[config.mk]
export PLATFORM = sky130hd
export DESIGN_NAME = drive_state_fault_display
export DESIGN_NICKNAME = d
export VERILOG_FILES = /design/src/rtl/drive_pkg.sv /design/src/rtl/seg_if.sv /design/src/rtl/seg_encoder.sv /design/src/rtl/drive_state_fault_display.sv
export VERILOG_INCLUDE_DIRS = /design/src /design/src/rtl
export SDC_FILE = /design/constraint.sdc
export NUM_CORES = 1
export LEC_CHECK = 0
export ABC_AREA = 1
export BUFFER_PORTS_ARGS = -buffer_cell sky130_fd_sc_hd__buf_4
export CAP_MARGIN = 40
export CORE_AREA = 5 5 84 86
export CTS_BUF_LIST = sky130_fd_sc_hd__clkbuf_8
export DETAILED_ROUTE_END_ITERATION = 10
export DIE_AREA = 0 0 89 91
export GPL_ROUTABILITY_DRIVEN = 0
export GPL_TIMING_DRIVEN = 0
export PLACE_DENSITY = 0.78
export SLEW_MARGIN = 20
export SYNTH_ARGS = -nofsm -noshare
export SYNTH_HDL_FRONTEND = slang
export SYNTH_HIERARCHICAL = 1
export SYNTH_SLANG_ARGS = --single-unit
[constraint.sdc]
create_clock -name clk_sys -period 4.7 [get_ports clk_sys]
set_input_delay 0.235 -clock clk_sys [delete_from_list [all_inputs] [get_ports clk_sys]]
set_output_delay 0.235 -clock clk_sys [all_outputs]
set_load 0.03 [all_outputs]
[src/rtl/drive_params.svh]
`ifndef DRIVE_PARAMS_SVH
`define DRIVE_PARAMS_SVH

// clock and display timing
`define CLK_PERIOD_NS 50
`define SEQ_PERIOD_MS 1000
`define SEQ_CYCLES_DEF (`SEQ_PERIOD_MS * 1000000 / `CLK_PERIOD_NS)
`define SEQ_SLOTS 4
`define TICK_W 25

// display modes
`define MODE_NORMAL 1'b0
`define MODE_COMMISSION 1'b1

// fault numbers and which of them an acknowledge may clear
`define FAULT_N 5
`define F_HW 0
`define F_SUPPLY 1
`define F_PHASE 2
`define F_CABLE 3
`define F_DCLINK 4
`define FAULT_NONE 5'h00
`define ACKABLE_MASK 5'h1c
`define FAULT_TENS 4'h0

// dc link limit in volts
`define DC_LINK_MAX_V 10'h1e0

// state codes shown on the display
`define CODE_INIT 4'h0
`define CODE_INHIBIT 4'h1
`define CODE_ARMABLE 4'h2
`define CODE_ON 4'h3
`define CODE_ENABLED 4'h4
`define CODE_QSTOP 4'h7
`define CODE_REACT 4'he
`define CODE_LOCKED 4'hf

// display sequence slots
`define SLOT_LETTER 2'h0
`define SLOT_TENS 2'h1
`define SLOT_UNITS 2'h2

`endif

[src/rtl/drive_pkg.sv]
`include "drive_params.svh"
package drive_pkg;

  typedef enum logic [2:0] {
    ST_INIT     = 3'h0,
    ST_INHIBIT  = 3'h1,
    ST_ARMABLE  = 3'h3,
    ST_ON       = 3'h2,
    ST_ENABLED  = 3'h6,
    ST_QSTOP    = 3'h7,
    ST_REACT    = 3'h5,
    ST_LOCKED   = 3'h4
  } drive_st_t;

  typedef enum logic [4:0] {
    G_0 = 5'h00, G_1 = 5'h01, G_2 = 5'h02, G_3 = 5'h03, G_4 = 5'h04,
    G_5 = 5'h05, G_6 = 5'h06, G_7 = 5'h07, G_8 = 5'h08, G_9 = 5'h09,
    G_C = 5'h0c, G_E = 5'h0e, G_F = 5'h0f, G_L = 5'h10, G_P = 5'h11,
    G_U = 5'h12, G_BLANK = 5'h1f
  } glyph_t;

  typedef enum logic [2:0] {
    BOOT_SECTOR = 3'h0,
    BOOT_CLEAR_C = 3'h1,
    BOOT_CLEAR_E = 3'h2,
    BOOT_LOADER = 3'h3,
    BOOT_PROGRAM = 3'h4,
    BOOT_AWAIT = 3'h5
  } boot_t;

  typedef struct packed {
    drive_st_t st;
    logic [`FAULT_N-1:0] fault_pend;
    logic fault_any;
    logic cable_tested;
    logic [`TICK_W-1:0] tick;
    logic [1:0] slot;
    logic flash;
    logic motor_pwr;
    logic dc_mon;
    logic [3:0] code;
    glyph_t glyph;
    logic dp;
  } ctl_t;

  typedef struct packed {
    logic [6:0] seg;
    logic dp;
  } enc_t;

endpackage

[src/rtl/seg_if.sv]
`timescale 1ns/1ps
interface seg_if;
  import drive_pkg::*;
  glyph_t glyph;
  logic dp;
  logic [6:0] seg;
  logic seg_dp;
  modport src (output glyph, output dp, input seg, input seg_dp);
  modport enc (input glyph, input dp, output seg, output seg_dp);
endinterface

[src/rtl/seg_encoder.sv]
`timescale 1ns/1ps
`include "drive_params.svh"
module seg_encoder import drive_pkg::*; (
  input wire logic clk_sys,
  input wire logic resetn,
  seg_if.enc sif
);

  enc_t r;
  enc_t n;

  // segments gfedcba, active high
  function automatic logic [6:0] segs(input glyph_t g);
    case (g)
      G_0: segs = 7'h3f;
      G_1: segs = 7'h06;
      G_2: segs = 7'h5b;
      G_3: segs = 7'h4f;
      G_4: segs = 7'h66;
      G_5: segs = 7'h6d;
      G_6: segs = 7'h7d;
      G_7: segs = 7'h07;
      G_8: segs = 7'h7f;
      G_9: segs = 7'h6f;
      G_C: segs = 7'h39;
      G_E: segs = 7'h79;
      G_F: segs = 7'h71;
      G_L: segs = 7'h38;
      G_P: segs = 7'h73;
      G_U: segs = 7'h3e;
      default: segs = 7'h00;
    endcase
  endfunction

  always_comb begin
    n.seg = segs(sif.glyph);
    n.dp = sif.dp;
  end

  always_ff @(posedge clk_sys or negedge resetn) begin
    if (!resetn) begin
      r <= '0;
    end else begin
      r <= n;
    end
  end

  assign sif.seg = r.seg;
  assign sif.seg_dp = r.dp;

endmodule // seg_encoder

[src/rtl/drive_state_fault_display.sv]
`timescale 1ns/1ps
`include "drive_params.svh"
// How it works
// - display mode 0 normal (reset default), mode 1 commissioning
// - initialising after power-up: not-ready state, code 0
// - after init or acknowledge: switch-on inhibit, code 1, arming allowed
// - software disable gives ready-to-switch-on, code 2
// - switched on: dc link monitoring active, code 3
// - controller enabled: operation enabled, code 4
// - quick stop: code 7, decelerate to zero speed, then switch-on inhibit
// - error recognised: code E while error reaction runs
// - reaction over: state_fault_locked, locked, code F, acknowledge accepted
// - pending fault: F, then two digits, repeated every second
// - boot and update: flashing 0. C. E. L. P. U. codes
// - hardware defect or supply fault: power off, report 00 or 01
// - phase loss is fault 02 only in 3-phase setup, ackable
// - cable tested at first enable, break is fault 03, ackable
// - dc link above 480 V is fault 04, power off, ackable
module drive_state_fault_display import drive_pkg::*; #(
  parameter int SEQ_CYCLES = `SEQ_CYCLES_DEF
) (
  input wire logic clk_sys,
  input wire logic resetn,
  input wire logic display_mode,
  input wire logic init_done,
  input wire logic cmd_arm,
  input wire logic cmd_switch_on,
  input wire logic cmd_enable,
  input wire logic cmd_disable,
  input wire logic cmd_quick_stop,
  input wire logic speed_zero,
  input wire logic err_reaction_done,
  input wire logic fault_ack,
  input wire logic three_phase_cfg,
  input wire logic hw_defect,
  input wire logic supply_bad,
  input wire logic phase_lost,
  input wire logic cable_broken,
  input wire logic [9:0] dc_link_volts,
  input wire logic boot_active,
  input wire logic [2:0] boot_phase,
  input wire logic warning,
  output logic [6:0] seg,
  output logic seg_dp,
  output logic [3:0] state_code,
  output logic motor_power_en,
  output logic dc_monitor_on,
  output logic fault_active
);

  localparam logic [`TICK_W-1:0] SLOT_CYCLES =
    `TICK_W'(SEQ_CYCLES / `SEQ_SLOTS);

  ctl_t r;
  ctl_t n;
  logic [`FAULT_N-1:0] det;
  logic [`FAULT_N-1:0] ack_clr;
  logic first_enable;
  logic [3:0] unit;
  seg_if sif ();

  function automatic glyph_t digit(input logic [3:0] v);
    digit = glyph_t'({1'b0, v});
  endfunction

  function automatic logic [3:0] code_of(input drive_st_t s);
    case (s)
      ST_INIT: code_of = `CODE_INIT;
      ST_INHIBIT: code_of = `CODE_INHIBIT;
      ST_ARMABLE: code_of = `CODE_ARMABLE;
      ST_ON: code_of = `CODE_ON;
      ST_ENABLED: code_of = `CODE_ENABLED;
      ST_QSTOP: code_of = `CODE_QSTOP;
      ST_REACT: code_of = `CODE_REACT;
      default: code_of = `CODE_LOCKED;
    endcase
  endfunction

  function automatic logic [3:0] lowest(input logic [`FAULT_N-1:0] p);
    lowest = 4'h0;
    for (int i = `FAULT_N - 1; i >= 0; i--) begin
      if (p[i]) begin
        lowest = 4'(i);
      end
    end
  endfunction

  function automatic glyph_t boot_glyph(input logic [2:0] b);
    case (boot_t'(b))
      BOOT_SECTOR: boot_glyph = G_0;
      BOOT_CLEAR_C: boot_glyph = G_C;
      BOOT_CLEAR_E: boot_glyph = G_E;
      BOOT_LOADER: boot_glyph = G_L;
      BOOT_PROGRAM: boot_glyph = G_P;
      BOOT_AWAIT: boot_glyph = G_U;
      default: boot_glyph = G_BLANK;
    endcase
  endfunction

  always_comb begin
    n = r;
    first_enable = (r.st == ST_ON) && cmd_enable && !r.cable_tested;
    det = `FAULT_NONE;
    det[`F_HW] = hw_defect;
    det[`F_SUPPLY] = supply_bad;
    det[`F_PHASE] = phase_lost && three_phase_cfg;
    det[`F_CABLE] = first_enable && cable_broken;
    det[`F_DCLINK] = dc_link_volts > `DC_LINK_MAX_V;
    n.cable_tested = r.cable_tested || ((r.st == ST_ON) && cmd_enable);
    ack_clr = (fault_ack && r.st == ST_LOCKED) ? `ACKABLE_MASK : `FAULT_NONE;
    // a new detection wins over an acknowledge in the same cycle
    n.fault_pend = (r.fault_pend & ~ack_clr) | det;
    n.fault_any = |n.fault_pend;
    case (r.st)
      ST_INIT: begin
        if (init_done) begin
          n.st = ST_INHIBIT;
        end
      end
      ST_INHIBIT: begin
        if (cmd_arm) begin
          n.st = ST_ARMABLE;
        end
      end
      ST_ARMABLE: begin
        if (cmd_switch_on) begin
          n.st = ST_ON;
        end
      end
      ST_ON: begin
        if (cmd_disable) begin
          n.st = ST_ARMABLE;
        end else if (cmd_enable) begin
          n.st = ST_ENABLED;
        end
      end
      ST_ENABLED: begin
        if (cmd_disable) begin
          n.st = ST_ARMABLE;
        end else if (cmd_quick_stop) begin
          n.st = ST_QSTOP;
        end
      end
      ST_QSTOP: begin
        if (speed_zero) begin
          n.st = ST_INHIBIT;
        end
      end
      ST_REACT: begin
        if (err_reaction_done) begin
          n.st = ST_LOCKED;
        end
      end
      default: begin
        if (fault_ack && (n.fault_pend == `FAULT_NONE)) begin
          n.st = ST_INHIBIT;
        end
      end
    endcase
    if (det != `FAULT_NONE && r.st != ST_LOCKED) begin
      n.st = ST_REACT;
    end
    // power drops in the cycle after any detection
    n.motor_pwr = (n.st == ST_ENABLED || n.st == ST_QSTOP) &&
                  (det == `FAULT_NONE);
    n.dc_mon = (n.st == ST_ON) || (n.st == ST_ENABLED) ||
               (n.st == ST_QSTOP);
    n.code = code_of(n.st);
    if (r.tick >= SLOT_CYCLES - `TICK_W'(1)) begin
      n.tick = '0;
      n.slot = r.slot + 2'h1;
      n.flash = !r.flash;
    end else begin
      n.tick = r.tick + `TICK_W'(1);
    end
    unit = lowest(r.fault_pend);
    n.dp = 1'b0;
    n.glyph = digit(r.code);
    if (display_mode == `MODE_COMMISSION) begin
      n.dp = r.motor_pwr;
    end else if (boot_active) begin
      n.glyph = r.flash ? boot_glyph(boot_phase) : G_BLANK;
      n.dp = r.flash;
    end else if (r.fault_pend != `FAULT_NONE) begin
      case (r.slot)
        `SLOT_LETTER: n.glyph = G_F;
        `SLOT_TENS: begin
          n.glyph = digit(`FAULT_TENS);
          n.dp = 1'b1;
        end
        `SLOT_UNITS: begin
          n.glyph = digit(unit);
          n.dp = 1'b1;
        end
        default: n.glyph = G_BLANK;
      endcase
    end
    if (warning && r.flash) begin
      n.dp = 1'b1;
    end
  end

  always_ff @(posedge clk_sys or negedge resetn) begin
    if (!resetn) begin
      r <= '{st: ST_INIT, glyph: G_0, code: `CODE_INIT, default: '0};
    end else begin
      r <= n;
    end
  end

  assign sif.glyph = r.glyph;
  assign sif.dp = r.dp;

  seg_encoder u_enc (
    .clk_sys(clk_sys),
    .resetn(resetn),
    .sif(sif.enc)
  );

  assign seg = sif.seg;
  assign seg_dp = sif.seg_dp;
  assign state_code = r.code;
  assign motor_power_en = r.motor_pwr;
  assign dc_monitor_on = r.dc_mon;
  assign fault_active = r.fault_any;
endmodule // drive_state_fault_display

---- Yosys cells after proc, flatten, opt, wreduce, memory -nomap -nowiden ----
Memory sizes are Yosys's and may differ from the RTL's. A register that Yosys moved wholly into a read port is not among the register bits.
Cells that the tools add are included.
operators by class
  add/sub/neg operators ................... 2
  $mul .................................... 0
  divide/modulo/power cells ............... 0
  order comparisons ....................... 2
  eq/ne operators ......................... 21
  shift-type cells ........................ 0
  mux-type cells .......................... 29
  bitwise logic cells ..................... 3
  reduce and logical (&&, ||, !) cells .... 26
operators with widths
  kind                                                    count
  two-way mux 3 bit                                       12
  case mux 5 bit (6 select lines)                         1
  case mux 4 bit (7 select lines)                         1
  == test 3 bit (second input constant)                   9
  adder 25 x 1 -> 25 bit (second input constant)          1
  >= comparator 25 x 23 -> 1 bit (second input constant)  1
  two-way mux 25 bit                                      1
  case mux 3 bit (7 select lines)                         1
  == test 3 x 2 -> 1 bit (second input constant)          6
  two-way mux 4 bit                                       4
  two-way mux 5 bit                                       3
  case mux 5 bit (3 select lines)                         1
  two-way mux 6 bit                                       2
  > comparator 10 x 9 -> 1 bit (second input constant)    1
  zero test 5 bit                                         2
  nonzero test 5 bit                                      2
  == test 3 x 1 -> 1 bit (second input constant)          3
  logical AND 1 bit                                       9
  zero test 3 bit                                         3
  bitwise AND 5 bit                                       1
  NOT 5 bit                                               1
  OR 5 bit                                                1
  OR reduction 5 bit                                      1
  logical OR 1 bit                                        4
  other kinds (8)                                         12
storage, ports and cells
  register bits ........................... 51
  bits in latches ......................... 0
  bits in writable memories ............... 0
  memory bits (read-only) ................. 224
  input port bits ......................... 32
  output and inout bits ................... 15
  word-level logic and storage cells ...... 97
  memories kept ........................... 1
memories
  memory           words  width  read ports  clocked after memory_dff  write ports  RTL line           source
  (no name shown)  32     7      1           1                         0            seg_encoder.sv:14  case (g)

---- Depth between registers and ports, before layout ----
  word-level depth ........................ 14
  mapped depth ............................ 13

---- Cells and area by module ----
The synthesis kept the hierarchy.
by module, submodules not included
  module                     instances  cells an instance  area an instance (um^2)  seq. area each (um^2)
  drive_state_fault_display  1          379                2,941.6                  1,251.2
  seg_encoder                1          73                 534.3                    200.2

---- Worst setup path after synthesis ----
No wires, ideal clock.
  path type ............................... register to register
  start point ............................. register r[15] in the netlist's numbering
  end point ............................... register r[21] in the netlist's numbering
  arrival time ............................ 1.442 ns
  required time ........................... 4.568 ns
  path slack .............................. 3.126 ns
  stages on the path, launching flop included .. 8
  path buffers ............................ 1
  cells stage by stage .................... dfrtp_1 ha_1 nand2_1 nor4_1 nand4_2 nand3_4 buf_8 nor3_2
RTL lines
  item                      RTL line                          source
  start: declaration        drive_state_fault_display.sv:54   ctl_t r;
  start signal: assignment  drive_state_fault_display.sv:207  r <= n;

==> Flow_metrics.wiki <==
{| class="wikitable"
! Metric !! Value
|-
| Leakage || 2.051 nW
|-
| Clk pin slew, worst setup/hold paths || 60 ps
|-
| Chip Height || 91 µm
|-
| Top_reg_cell synth || sky130_fd_sc_hd__dfrtp_1
|-
| Fraction of final layout cells with drive strength greater than 1 || 21.94%
|-
| H-tree depth || 3
|-
| Final antenna-violating net count || 0
|-
| Unrepaired setup endpoints after global routing || false
|-
| Count of flip-flops with a built-in enable after synthesis || 0
|-
| Total negative slack || 0 ps
|-
| DRT Pass-1 Iters || 5
|-
| Largest family of logic cells by synthesized area || simple AND/OR/NAND/NOR gates
|-
| Core occupancy in the finished layout || 66.40%
|-
| Area share of fa/ha/maj cells after synthesis || 3.960%
|-
| Worst setup path class || reg2reg
|-
| Synth Area in Compound Gates || 7.451%
|-
| Initial Utilization || 56.02%
|-
| Top Ports || 47
|-
| Required arrival time at the worst endpoint || ~4900 ps
|-
| Horizontal die dimension || 89 µm
|-
| Global-route wire length before repair || 12480 µm
|-
| Total chip power || about 1.3 mW
|-
| Count of cells along the worst hold path || 2
|-
| Count of port buffers added during placement || 46
|-
| Congestion Overflow GR || 0
|-
| Final setup violating endpoints || 0
|-
| Num Clock Sinks || 58
|-
| Overall routing resource usage || 19.16%
|-
| Max-slew headroom || 52.91%
|-
| Count of unique library cells instantiated by Yosys || 37
|-
| R2R depth || 7
|-
| Pre-CTS worst setup slack || 2851 ps
|-
| Total Die Area || between 8000 and 9000 µm²
|-
| Buffer levels on the longest clock path || 2
|-
| Parity-gate share of the synthesized area counting xor and xnor cells || around 1.8%
|-
| Area of the mapped netlist || ~3500 µm²
|-
| Setup WS post-layout || 2799 ps
|-
| Row Count || 29
|-
| Startpoint of the worst-slack reg-to-reg timing path || r[15]$_DFF_PN0_
|-
| Clock latency reported for the late side of the worst-skew pair || 330 ps
|-
| Worst Max-Slew Pin Slew || 706.3 ps
|-
| Post-synthesis mux area share || 0%
|-
| Clock buffer count from CTS || 9
|-
| Initial detailed-routing violation count || 133
|-
| Cts repair resizes || 0
|-
| Clock period minus worst slack || 1901 ps
|-
| Post-Synthesis Mean Instance Area || 7.690 µm²
|-
| Async set-reset flop share out of synthesis || 100.0%
|-
| Startpoint Class || flip-flop
|-
| Top fanout value on the critical path || 10
|-
| End of the worst hold path || r[42]$_DFF_PN0_
|-
| Origin of the worst setup path || r[15]$_DFF_PN0_
|-
| Sequential share of the synthesized area || between 40% and 50%
|-
| Detailed Place HPWL || 5479 µm
|-
| Post-synthesis sequential element count || 58
|-
| Final WL || 7052 µm
|-
| Number of global-route vias before repair || 2947
|-
| Buffer count from post-CTS setup fixing || 0
|-
| Status || completed
|-
| Endpoints failing hold || 0
|-
| Fill cell total of the finished layout || 532
|-
| Net count reported at finish || 554
|-
| Area fraction in and, or, nand and nor cells after synthesis || between 30% and 40%
|-
| Hold WC Path Type || in2reg
|-
| Average routed wire per standard cell || 11.91 µm
|-
| Remaining design rule violation count || 0
|-
| WP data arrival || 2100 ps
|-
| Maximum vdd ir drop || ~0.25 mV
|-
| Final period util || 40.46%
|-
| Number of antenna violations at the first check in global routing || 0
|-
| Clock skew after layout || around 6.3 ps
|-
| Peak Freq || 525.9 MHz
|-
| Total number of vias || roughly 3.0k
|-
| Maximum number of pins on one net before global-route repair || 59
|-
| R2r setup slk || about 2800 ps
|-
| TritonCTS clock tree || built
|-
| Max cap viols || 0
|-
| Synth Instances || 452
|-
| Area growth syn-to-layout || 18.54%
|-
| PD cells || 311.7 nW/µm²
|-
| Final number of max-transition violations || 0
|-
| Setup crit end kind || flip-flop
|-
| Vias per Instance || ~5
|-
| Hold Startpoint || hw_defect
|-
| Cell at the root of the clock tree || sky130_fd_sc_hd__clkbuf_8
|-
| Number of warnings printed during yosys synthesis || 6
|-
| Standard cell core area || about 6200 µm²
|-
| Inserted Diodes || 0
|-
| Worst flop-to-flop path endpoint || r[21]$_DFF_PN0_
|}
==> worst max path at each step <==
stage | endpoint | slack, ps | cells after the start
after floorplan | r[21]$_DFF_PN0_ | 3130 | 7
after global placement | r[21]$_DFF_PN0_ | 2840 | 7
after detailed placement | r[21]$_DFF_PN0_ | 2850 | 7
after CTS | r[21]$_DFF_PN0_ | 2840 | 7
after global routing | r[25]$_DFF_PN0_ | 2690 | 7
final | r[21]$_DFF_PN0_ | 2800 | 7
==> what timing repair did <==
| action | in CTS | in global routing |
|---|---|---|
| hold buffers | 1 | 0 |
| hold endpoints to repair | 58 | 0 |
| endpoints found under the setup margin | 0 | 0 |
==> cells in the final DEF (no fill, tap or decap), types with 3 or more instances in the layout <==
master and count:
sky130_fd_sc_hd__a21oi_1 14, sky130_fd_sc_hd__nand2_2 6, sky130_fd_sc_hd__buf_4 50, sky130_fd_sc_hd__xnor2_1 4
sky130_fd_sc_hd__nand2_1 102, sky130_fd_sc_hd__nand4_1 9, sky130_fd_sc_hd__nor2_1 54, sky130_fd_sc_hd__nor2_2 10
sky130_fd_sc_hd__xor2_1 3, sky130_fd_sc_hd__nor3_1 15, sky130_fd_sc_hd__inv_1 67, sky130_fd_sc_hd__nand3_4 3
sky130_fd_sc_hd__o211ai_1 4, sky130_fd_sc_hd__nand3_1 27, sky130_fd_sc_hd__o21ai_1 5, sky130_fd_sc_hd__inv_2 3
sky130_fd_sc_hd__nor3_2 9, sky130_fd_sc_hd__ha_1 11, sky130_fd_sc_hd__clkinv_2 3, sky130_fd_sc_hd__nor4_1 4
sky130_fd_sc_hd__or2_2 3, sky130_fd_sc_hd__o21ai_0 15, sky130_fd_sc_hd__a31oi_1 3, sky130_fd_sc_hd__dfrtp_1 58
sky130_fd_sc_hd__nand3_2 3, sky130_fd_sc_hd__clkbuf_8 13
==> cells by family (layout without fill, tap and decap cells) <==
logic type / after synthesis / in the layout
buffers and inverters: 79 / 141
AND/OR/NAND/NOR: 250 / 250
adder cells (fa/ha/maj): 11 / 11
AO/OA/AOI/OAI: 46 / 46
flip-flops: 58 / 58
other: 1 / 2
XOR/XNOR: 7 / 7
==> registers in the layout (all words and copies together) (netlist names) <==
signal,count
motor_power_en,1
r,37
state_code,4
u_enc/sif.seg_dp,1
u_enc/sif.seg,7
sif.dp,1
sif.glyph,5
dc_monitor_on,1
fault_active,1
==> area by class of cell <==
| type | count | area [µm²] | area share, % |
|---|---|---|---|
| Inverter | 71 | 267.8 | 6.499 |
| Clock buffer | 13 | 178.9 | 4.343 |
| Buffer | 8 | 72.57 | 1.761 |
| Multi-Input combinational cell | 316 | 1688 | 40.97 |
| Sequential cell | 58 | 1451 | 35.23 |
| Timing Repair Buffer | 47 | 355.3 | 8.624 |
| Clock inverter | 2 | 10.01 | 0.2429 |
| Tap cell | 77 | 96.34 | 2.338 |
==> metal layers <==
| layer | global-route usage (%) | part of all wire [%] | up-vias |
|---|---|---|---|
| li1 | - | - | 1558 |
| met1 | 26.46 | 48 | 1373 |
| met2 | 29.76 | 47 | 73 |
| met3 | 4.525 | 5.0 | 6 |
| met4 | 5.955 | 0.88 | 0 |
| met5 | 0 | 0 | - |
==> Yosys cell counts (2+ instances only) <==
library cell | n | area, µm²
sky130_fd_sc_hd__nand2_1 | 102 | 382.9
sky130_fd_sc_hd__inv_1 | 67 | 251.5
sky130_fd_sc_hd__dfrtp_1 | 58 | 1451
sky130_fd_sc_hd__nor2_1 | 54 | 202.7
sky130_fd_sc_hd__nand3_1 | 27 | 135.1
sky130_fd_sc_hd__nor3_1 | 15 | 75.07
sky130_fd_sc_hd__o21ai_0 | 15 | 75.07
sky130_fd_sc_hd__a21oi_1 | 14 | 70.07
sky130_fd_sc_hd__ha_1 | 11 | 137.6
sky130_fd_sc_hd__nor2_2 | 10 | 62.56
sky130_fd_sc_hd__nand4_1 | 9 | 56.30
sky130_fd_sc_hd__nor3_2 | 9 | 90.09
sky130_fd_sc_hd__nand2_2 | 6 | 37.54
sky130_fd_sc_hd__o21ai_1 | 5 | 25.02
sky130_fd_sc_hd__buf_4 | 4 | 30.03
sky130_fd_sc_hd__nor4_1 | 4 | 25.02
sky130_fd_sc_hd__o211ai_1 | 4 | 30.03
sky130_fd_sc_hd__xnor2_1 | 4 | 35.03
sky130_fd_sc_hd__a31oi_1 | 3 | 18.77
sky130_fd_sc_hd__inv_2 | 3 | 11.26
sky130_fd_sc_hd__nand3_2 | 3 | 30.03
sky130_fd_sc_hd__nand3_4 | 3 | 52.55
sky130_fd_sc_hd__or2_2 | 3 | 18.77
sky130_fd_sc_hd__xor2_1 | 3 | 26.28
sky130_fd_sc_hd__a21oi_2 | 2 | 17.52
sky130_fd_sc_hd__buf_6 | 2 | 22.52
sky130_fd_sc_hd__nor2_4 | 2 | 22.52
==> metrics by stage <==
stage | instance area (µm²) | hold WS [ps] | std cells
after CTS | 4120 | 93.24 | 592
after detailed placement | 3921 | 340.5 | 576
final | 4120 | 108.9 | 592
after floorplan | 3480 | -60.59 | 453
after global placement | 3921 | 333.5 | 576
after global routing | 4120 | 96.15 | 592
==> worst max-delay path, cell delays in order, from the launching register on <==
cell and delay (ps):
sky130_fd_sc_hd__dfrtp_1 430, sky130_fd_sc_hd__ha_1 200, sky130_fd_sc_hd__nand2_1 110, sky130_fd_sc_hd__nor4_1 410, sky130_fd_sc_hd__nand4_2 230, sky130_fd_sc_hd__nand3_4 170
sky130_fd_sc_hd__buf_8 180, sky130_fd_sc_hd__nor3_2 50
==> power by group <==
group	internal, mW	total (mW)	leakage, nW	switching, mW
sequential	0.542	0.568	0.718	0.0262
combinational	0.112	0.289	1.23	0.178
clock	0.244	0.427	0.101	0.183
Power figures use the tool's default switching activity.
